==> config.mk <==
export PLATFORM = sky130hd
export DESIGN_NAME = fzv_voting
export DESIGN_NICKNAME = d
export VERILOG_FILES = /design/src/verilog/fzv_pkg.sv /design/src/verilog/fzv_voting.sv
export SDC_FILE = /design/constraint.sdc
export NUM_CORES = 1
export LEC_CHECK = 0
export BUFFER_PORTS_ARGS = -buffer_cell sky130_fd_sc_hd__buf_2
export CORE_ASPECT_RATIO = 0.7
export CORE_MARGIN = 10
export CORE_UTILIZATION = 58
export DETAILED_ROUTE_END_ITERATION = 6
export MAX_ROUTING_LAYER = met4
export PLACE_DENSITY = 0.88
export SLEW_MARGIN = 10
export SYNTH_ARGS = -nofsm -noshare
export SYNTH_HDL_FRONTEND = slang
export SYNTH_SLANG_ARGS = --single-unit
==> constraint.sdc <==
create_clock -name clock -period 8.8 [get_ports clock]
set_clock_uncertainty 0.15 [all_clocks]
set_input_delay 0.44 -clock clock [delete_from_list [all_inputs] [get_ports clock]]
set_output_delay 0.44 -clock clock [all_outputs]
set_load 0.02 [all_outputs]
==> src/verilog/fzv_pkg.sv <==
// constants and types for the fire zone voting logic
package fzv_pkg;
  localparam int          CLOCK_HZ     = 20_000_000;
  localparam int          MINUTE_S     = 60;
  localparam int          MINUTE_CYC   = CLOCK_HZ * MINUTE_S;
  localparam int          BLINK_MS     = 250;
  localparam int          BLINK_CYC    = (CLOCK_HZ / 1000) * BLINK_MS;
  localparam int          STROBE_CYC   = 32;
  localparam logic [8:0]  W_4H         = 9'h0F0;
  localparam logic [8:0]  W_2H         = 9'h078;
  localparam logic [8:0]  W_1H         = 9'h03C;
  localparam logic [8:0]  W_40M        = 9'h028;
  localparam logic [8:0]  W_20M        = 9'h014;
  localparam logic [8:0]  W_10M        = 9'h00A;
  localparam logic [8:0]  W_ALL_OPEN   = 9'h001;
  localparam logic [7:0]  TEST_MIN_CPS = 8'h18;
  localparam logic [1:0]  LOW_RUN_LAST = 2'h2;
  localparam logic [2:0]  NEED_ONE     = 3'h1;
  localparam logic [2:0]  NEED_TWO     = 3'h2;
  localparam logic [2:0]  LAST_ZONE    = 3'h7;
  localparam int          NZONES       = 8;
  typedef enum logic [1:0] {ST_IDLE, ST_REQ, ST_WAIT} fzv_selftest_e;
endpackage

==> src/verilog/fzv_voting.sv <==
// eight-zone fire voting, self-test scheduling and panel indicators
`timescale 1ns/1ps
module fzv_voting import fzv_pkg::*; #(
  parameter int MINUTE_CYCLES = MINUTE_CYC,
  parameter int BLINK_CYCLES  = BLINK_CYC,
  parameter int STROBE_CYCLES = STROBE_CYC
) (
  input  wire logic       clock,
  input  wire logic       srst,
  input  wire logic       ce,
  input  wire logic [5:0] cycle_sw,
  input  wire logic       separate_sw,
  input  wire logic [2:0] weight_sw,
  input  wire logic       nonlatch_sw,
  input  wire logic       slave_sw,
  input  wire logic       manual_test_sw,
  input  wire logic       test_mode,
  input  wire logic [7:0] zone_fire,
  input  wire logic       selftest_done,
  input  wire logic [7:0] selftest_cps,
  input  wire logic [7:0] bus_in,
  input  wire logic       strobe_in,
  output logic            fire_a,
  output logic            fire_b,
  output logic [7:0]      bus_out,
  output logic            optical_integrity_test,
  output logic [2:0]      selftest_zone,
  output logic [7:0]      selftest_fault,
  output logic            fault_led,
  output logic            inhibit_led,
  output logic [7:0]      zone_indicator,
  output logic [1:0]      voted_output_indicator,
  output logic            is_master
);

  ////////////////////////////////////////////////////////////////////////////
  // configuration capture
  logic       cfg_done;
  logic [5:0] cfg_cyc;
  logic       cfg_sep;
  logic [2:0] cfg_w;
  logic       cfg_nolatch;
  logic       cfg_slave;
  logic       cfg_manual;

  always_ff @(posedge clock) begin
    if (srst) begin
      cfg_done    <= 1'b0;
      cfg_cyc     <= 6'h00;
      cfg_sep     <= 1'b0;
      cfg_w       <= 3'h0;
      cfg_nolatch <= 1'b0;
      cfg_slave   <= 1'b0;
      cfg_manual  <= 1'b0;
    end else if (ce && !cfg_done) begin
      cfg_done    <= 1'b1;
      cfg_cyc     <= cycle_sw;
      cfg_sep     <= separate_sw;
      cfg_w       <= weight_sw;
      cfg_nolatch <= nonlatch_sw;
      cfg_slave   <= slave_sw;
      cfg_manual  <= manual_test_sw;
    end
  end

  ////////////////////////////////////////////////////////////////////////////
  // test mode tracking
  logic test_q;
  logic clear;

  always_ff @(posedge clock) begin
    if (srst) begin
      test_q <= 1'b0;
    end else if (ce) begin
      test_q <= test_mode;
    end
  end

  assign clear = ce && test_q && !test_mode;

  ////////////////////////////////////////////////////////////////////////////
  // self-test period
  logic [8:0]  period;
  logic [30:0] pre_cnt;
  logic        min_tick;
  logic [8:0]  min_cnt;
  logic        cycle_tick;

  always_comb begin
    period = (cfg_cyc[5] ? W_4H : 9'h000) + (cfg_cyc[4] ? W_2H : 9'h000)
           + (cfg_cyc[3] ? W_1H : 9'h000) + (cfg_cyc[2] ? W_40M : 9'h000)
           + (cfg_cyc[1] ? W_20M : 9'h000) + (cfg_cyc[0] ? W_10M : 9'h000);
    if (cfg_cyc == 6'h00) begin
      period = W_ALL_OPEN;
    end
  end

  assign min_tick = (pre_cnt == 31'(MINUTE_CYCLES - 1));

  always_ff @(posedge clock) begin
    if (srst) begin
      pre_cnt <= 31'h0000_0000;
    end else if (ce) begin
      pre_cnt <= min_tick ? 31'h0000_0000 : pre_cnt + 31'h0000_0001;
    end
  end

  always_ff @(posedge clock) begin
    if (srst) begin
      min_cnt    <= 9'h000;
      cycle_tick <= 1'b0;
    end else if (ce) begin
      cycle_tick <= 1'b0;
      if (min_tick) begin
        if (min_cnt >= period - 9'h001) begin
          min_cnt    <= 9'h000;
          cycle_tick <= 1'b1;
        end else begin
          min_cnt <= min_cnt + 9'h001;
        end
      end
    end
  end

  ////////////////////////////////////////////////////////////////////////////
  // automatic self-test sequencing
  fzv_selftest_e st;
  logic [1:0]    fail [NZONES];
  logic          res_ok;

  assign res_ok = ce && selftest_done && st == ST_WAIT;

  always_ff @(posedge clock) begin
    if (srst) begin
      st                     <= ST_IDLE;
      optical_integrity_test <= 1'b0;
      selftest_zone          <= 3'h0;
    end else if (ce) begin
      optical_integrity_test <= 1'b0;
      case (st)
        ST_IDLE: begin
          if (cycle_tick && !cfg_manual && !test_mode) begin
            st            <= ST_REQ;
            selftest_zone <= 3'h0;
          end
        end
        ST_REQ: begin
          optical_integrity_test <= 1'b1;
          st                     <= ST_WAIT;
        end
        ST_WAIT: begin
          if (selftest_done) begin
            if (selftest_zone == LAST_ZONE) begin
              st <= ST_IDLE;
            end else begin
              st            <= ST_REQ;
              selftest_zone <= selftest_zone + 3'h1;
            end
          end
        end
        default: st <= ST_IDLE;
      endcase
    end
  end

  generate
    for (genvar i = 0; i < NZONES; i++) begin : g_selftest
      always_ff @(posedge clock) begin
        if (srst) begin
          fail[i]           <= 2'h0;
          selftest_fault[i] <= 1'b0;
        end else if (res_ok && !test_mode && selftest_zone == 3'(i)) begin
          if (selftest_cps < TEST_MIN_CPS) begin
            if (fail[i] == LOW_RUN_LAST) begin
              selftest_fault[i] <= 1'b1;
            end else begin
              fail[i] <= fail[i] + 2'h1;
            end
          end else begin
            fail[i]           <= 2'h0;
            selftest_fault[i] <= 1'b0;
          end
        end
      end
    end
  endgenerate

  ////////////////////////////////////////////////////////////////////////////
  // zone memory and voting
  logic       latch_eff;
  logic [7:0] seen;
  logic [7:0] src;
  logic [2:0] cnt_a;
  logic [2:0] cnt_b;
  logic [3:0] cnt_all;
  logic       vote_a;
  logic       vote_b;
  logic [1:0] vote_q;
  logic [7:0] up_cnt;
  logic [8:0] total_w;
  logic [7:0] total;
  logic [2:0] need;

  assign latch_eff = !cfg_nolatch || test_mode;

  always_ff @(posedge clock) begin
    if (srst) begin
      seen <= 8'h00;
    end else if (clear) begin
      seen <= zone_fire;
    end else if (ce) begin
      seen <= seen | zone_fire;
    end
  end

  assign src     = latch_eff ? (seen | zone_fire) : zone_fire;
  assign cnt_a   = 3'($countones(src[3:0]));
  assign cnt_b   = 3'($countones(src[7:4]));
  assign cnt_all = 4'($countones(src));
  assign total_w = {1'b0, up_cnt} + {5'h00, cnt_all};
  assign total   = total_w[8] ? 8'hFF : total_w[7:0];
  assign need    = (cfg_w == 3'h0) ? NEED_ONE : cfg_w;

  always_comb begin
    if (cfg_sep) begin
      vote_a = cnt_a >= (cfg_w[2] ? NEED_TWO : NEED_ONE);
      vote_b = cnt_b >= (cfg_w[1] ? NEED_TWO : NEED_ONE);
    end else begin
      vote_a = 1'b0;
      vote_b = total >= {5'h00, need};
    end
  end

  always_ff @(posedge clock) begin
    if (srst || clear) begin
      vote_q <= 2'b00;
    end else if (ce) begin
      if (latch_eff) begin
        vote_q <= vote_q | {vote_b, vote_a};
      end else begin
        vote_q <= {vote_b, vote_a};
      end
    end
  end

  ////////////////////////////////////////////////////////////////////////////
  // chained data bus and strobe
  logic [15:0] stb_cnt;
  logic        stb_pend;

  always_ff @(posedge clock) begin
    if (srst) begin
      up_cnt   <= 8'h00;
      stb_cnt  <= 16'h0000;
      stb_pend <= 1'b0;
    end else if (ce) begin
      stb_pend <= 1'b0;
      if (!cfg_slave) begin
        up_cnt <= 8'h00;
        if (stb_cnt == 16'(STROBE_CYCLES - 1)) begin
          stb_cnt  <= 16'h0000;
          stb_pend <= 1'b1;
        end else begin
          stb_cnt <= stb_cnt + 16'h0001;
        end
      end else if (strobe_in) begin
        up_cnt   <= bus_in;
        stb_pend <= 1'b1;
      end
    end
  end

  ////////////////////////////////////////////////////////////////////////////
  // outputs and indicators
  logic [22:0] blink_cnt;
  logic        blink;

  always_ff @(posedge clock) begin
    if (srst) begin
      blink_cnt <= 23'h00_0000;
      blink     <= 1'b0;
    end else if (ce) begin
      if (blink_cnt == 23'(BLINK_CYCLES - 1)) begin
        blink_cnt <= 23'h00_0000;
        blink     <= !blink;
      end else begin
        blink_cnt <= blink_cnt + 23'h00_0001;
      end
    end
  end

  always_ff @(posedge clock) begin
    if (srst) begin
      fire_a    <= 1'b0;
      fire_b    <= 1'b0;
      bus_out   <= 8'h00;
      is_master <= 1'b1;
    end else if (ce) begin
      fire_a    <= !test_mode && (cfg_sep ? vote_q[0] : stb_pend);
      fire_b    <= !test_mode && vote_q[1];
      bus_out   <= (test_mode || cfg_sep) ? 8'h00 : total;
      is_master <= !cfg_slave;
    end
  end

  always_ff @(posedge clock) begin
    if (srst) begin
      fault_led              <= 1'b0;
      inhibit_led            <= 1'b0;
      zone_indicator         <= 8'h00;
      voted_output_indicator <= 2'b00;
    end else if (ce) begin
      fault_led   <= test_mode;
      inhibit_led <= test_mode;
      voted_output_indicator <= test_mode ? vote_q : 2'b00;
      if (test_mode) begin
        zone_indicator <= (zone_fire & {8{blink}}) | (seen & ~zone_fire);
      end else begin
        zone_indicator <= 8'h00;
      end
    end
  end
endmodule

==> results.ini <==
[worst_hold_path]
hold_start = cycle_sw[2]
min_path_type = input port to register
hold_end = cfg_cyc[2]
whs_path_depth = 3

[detailed_routing]
avgViaCountPerCell = 5.78
drtPass1Iterations = 5
ant_nets = 0
drt_iter0_drc = 647
drt-wirelength-per-cell_um = 15.8
drc_errors = 0
vias = 7182
routed_wirelength_um = 19600

[critical_path]
worst_path_most_repeated_cell = ha_1
r2r-end = vote_q[1]
critPathLaunchType = register
cp.buffers_inverters = 1
r2r_setup_slack_ps = 3800
slowest_delay_ps = 680
crit_slowest_cell = a211oi_1
cp_top_family = compound AO/OA/AOI/OAI gates
critPathRequiredTime_ps = 8960
critPathKind = register to register
worst-r2r-cell-count = 18
crit_path_max_fanout = 10
cp-end-kind = register
critical_path_arrival_ps = 5160
r2r_start = cfg_nolatch
crit_chain = nand2b_1, a21oi_1, fa_1, inv_1, ha_1, ha_1, xor2_1, ha_1, a21o_1, ha_1, a21oi_1, a211oi_1, nor2_1, ha_1, nand2b_1, a21o_1, a2111oi_0, a31oi_1

[grt]
grt_pass1_wl_um = 33000
overflow = 0
grt_pass1_vias = 6734
grt.total_usage_pct = 19.9
grt_max_degree = 67
grt_antenna_before_repair = 0

[placed_design]
portBuffers = 74
gp_congestion = 0.865
dpl_cell_area_um2 = 9090
dp_hpwl_um = 14000

[timing]
fin_crit_sh_pct = 56.8
rsz0062_at_grt = false
max_slew_margin_pct = 29.3
final_hold_viol_count = 0
finalSetupViolCount = 0
report.final.slew_viol_count = 0
fin_crit_ps = 5000
fin_setup_tns_ps = 0
worst_pin_slew_ps = 1060
fmax_mhz = 200

[clock_network]
cts_tree = built
htree_num_levels = 4
clk_pin_slew_ps = 70
clockBufferDepth = 2
cts_buffers = 17
clkSinkCount = 166
clk_latency_ps = 440
cts_setup_buffers = 0
hold_buffers = 0
cts_root_buf = clkbuf_16
cts_resized = 0

[floorplanning]
start_util_pct = 58.9
rows = 37
ios = 78
dieArea_um2 = 20200
die_w_um = 166
die_h_um = 122
core_region_area_um2 = 14600

[power]
p_per_area_nw_per_um2 = 185
ir_drop_uv = 149
leakage_nw = 3.81

[yosys]
netlist.area_leader.share_pct = 34.8
async_flop_share_pct = 0
netlist_instances = 982
yosysWarnings = 0
seq_area_frac_synth_pct = 40.4
synth-edff-count = 16
synth_area_um2 = 8620
synth.distinct_cells = 57
synth_largest_area_cell = dfxtp_1
synth_area_leaders = dfxtp_1, ha_1, nor2_1
ys_ff_latch = 166
syn_area_per_cell_um2 = 8.78
syn_nets = 1090
synth-main-ff-cell = dfxtp_1

[run_status]
status = complete, no violations

[layout]
seqCellArea_um2 = 3480
fin_nets = 1143
fin_area_um2 = 9670
antenna_cells = 0
drive_gt1_share_pct = 12.7
area_growth_pct = 12.2
multi_input_area_um2 = 4770
fill_cells = 1146

[run]
maxCapViolations = 0

==> cell families (layout without fill, tap and decap cells) <==
kind of cell / count (synthesis) / after routing / synth area share [%]
adder cells (fa/ha/maj): 65 / 65 / 10.7
XOR/XNOR: 77 / 77 / 7.83
flip-flops: 166 / 166 / 40.4
AND/OR/NAND/NOR: 414 / 414 / 24.0
multiplexers: 13 / 13 / 1.64
buffers and inverters: 95 / 161 / 4.28
AO/OA/AOI/OAI: 152 / 152 / 11.1
==> layout make-up <==
cell class,count,area share (%)
timing repair buffer,77,4.06
clock inverter,15,1.64
clock buffer,17,4.40
multi-input combinational,721,49.3
tap,195,2.52
sequential,166,36.0
inverter,52,2.02
==> metrics by stage <==
step                      std cells  power [W]  setup WS [ps]  hold slack, ps  utilization, %
after floorplan                 982   0.000989           4130             283               -
after global placement         1211    0.00104           3560             299            62.1
after detailed placement       1211    0.00106           3440             302            62.1
after CTS                      1243    0.00179           3820            73.8            66.1
after global routing           1243    0.00186           3320            94.2            66.1
final                          1243    0.00179           3800            87.0            66.1
==> routing by layer <==
| metal | GRT usage, % | up-vias | share of wire, % |
|---|---|---|---|
| li1 | - | 3543 | - |
| met1 | 26.4 | 3427 | 48 |
| met2 | 29.9 | 192 | 45 |
| met3 | 4.54 | 20 | 5.7 |
| met4 | 5.96 | 0 | 1.2 |
| met5 | - | - | 0 |
==> registers in the layout, summed over array words and instances (netlist names), 9 cells and up <==
signal / count
blink_cnt: 23
min_cnt: 9
stb_cnt: 16
fail: 16
pre_cnt: 31
==> how the worst max path moves through the flow <==
stage / start / end / slack, ps / depth (start not counted)
2_1_floorplan: test_mode / vote_q[1] / 4130 / 19
3_3_place_gp: test_mode / vote_q[1] / 3560 / 19
3_5_place_dp: test_mode / vote_q[1] / 3440 / 19
4_1_cts: cfg_nolatch / vote_q[1] / 3820 / 18
5_1_grt: cfg_nolatch / vote_q[1] / 3320 / 18
6_report: cfg_nolatch / vote_q[1] / 3800 / 18
==> layout by cell type, fill, tap and decap left out, types with 4 or more instances in the layout <==
master / netlist / final
dfxtp_1: 150 / 150
nor2_1: 130 / 130
nand2_1: 90 / 90
buf_2: 7 / 74
inv_1: 52 / 52
a21oi_1: 52 / 52
ha_1: 51 / 51
nand3_1: 47 / 47
xor2_1: 46 / 46
o21ai_0: 33 / 33
xnor2_1: 31 / 31
nand4_1: 22 / 22
nor4_1: 21 / 21
nor3_1: 18 / 18
clkbuf_16: 0 / 17
a22oi_1: 16 / 16
edfxtp_1: 16 / 16
and4_1: 14 / 14
fa_1: 14 / 14
nor2b_1: 13 / 13
and2_1: 10 / 10
or3_1: 10 / 10
and3_1: 9 / 9
a21o_1: 9 / 9
mux2_2: 9 / 9
a22o_1: 9 / 9
nand2b_1: 8 / 8
inv_6: 0 / 7
a41oi_1: 6 / 6
or4_1: 5 / 5
nor4b_1: 4 / 4
nor4_2: 4 / 4
mux2i_1: 4 / 4
a31oi_1: 4 / 4
==> cell usage after synthesis (all sizes together) (14+ instances only) <==
library cell	count
dfxtp	150
nor2	130
nand2	90
a21oi	52
inv	52
ha	51
nand3	47
xor2	46
o21ai	34
clkbuf	33
xnor2	31
nor4	26
nand4	23
nor3	18
a22oi	16
edfxtp	16
and4	14
fa	14
==> worst min-delay path: cells and delay by family <==
family                 cells  cell delay, ps
AND/OR/NAND/NOR            1              40
buffers and inverters      1              90
AO/OA/AOI/OAI              1              50
==> where the power goes <==
part	switching, W	internal, W	leakage [nW]	total [W]
clock	0.000342	0.000402	0.291	0.000744
combinational	0.000138	0.000103	2.15	0.000241
sequential	0.0000194	0.000782	1.37	0.000801
No activity file was read; power rests on OpenSTA's default activity.
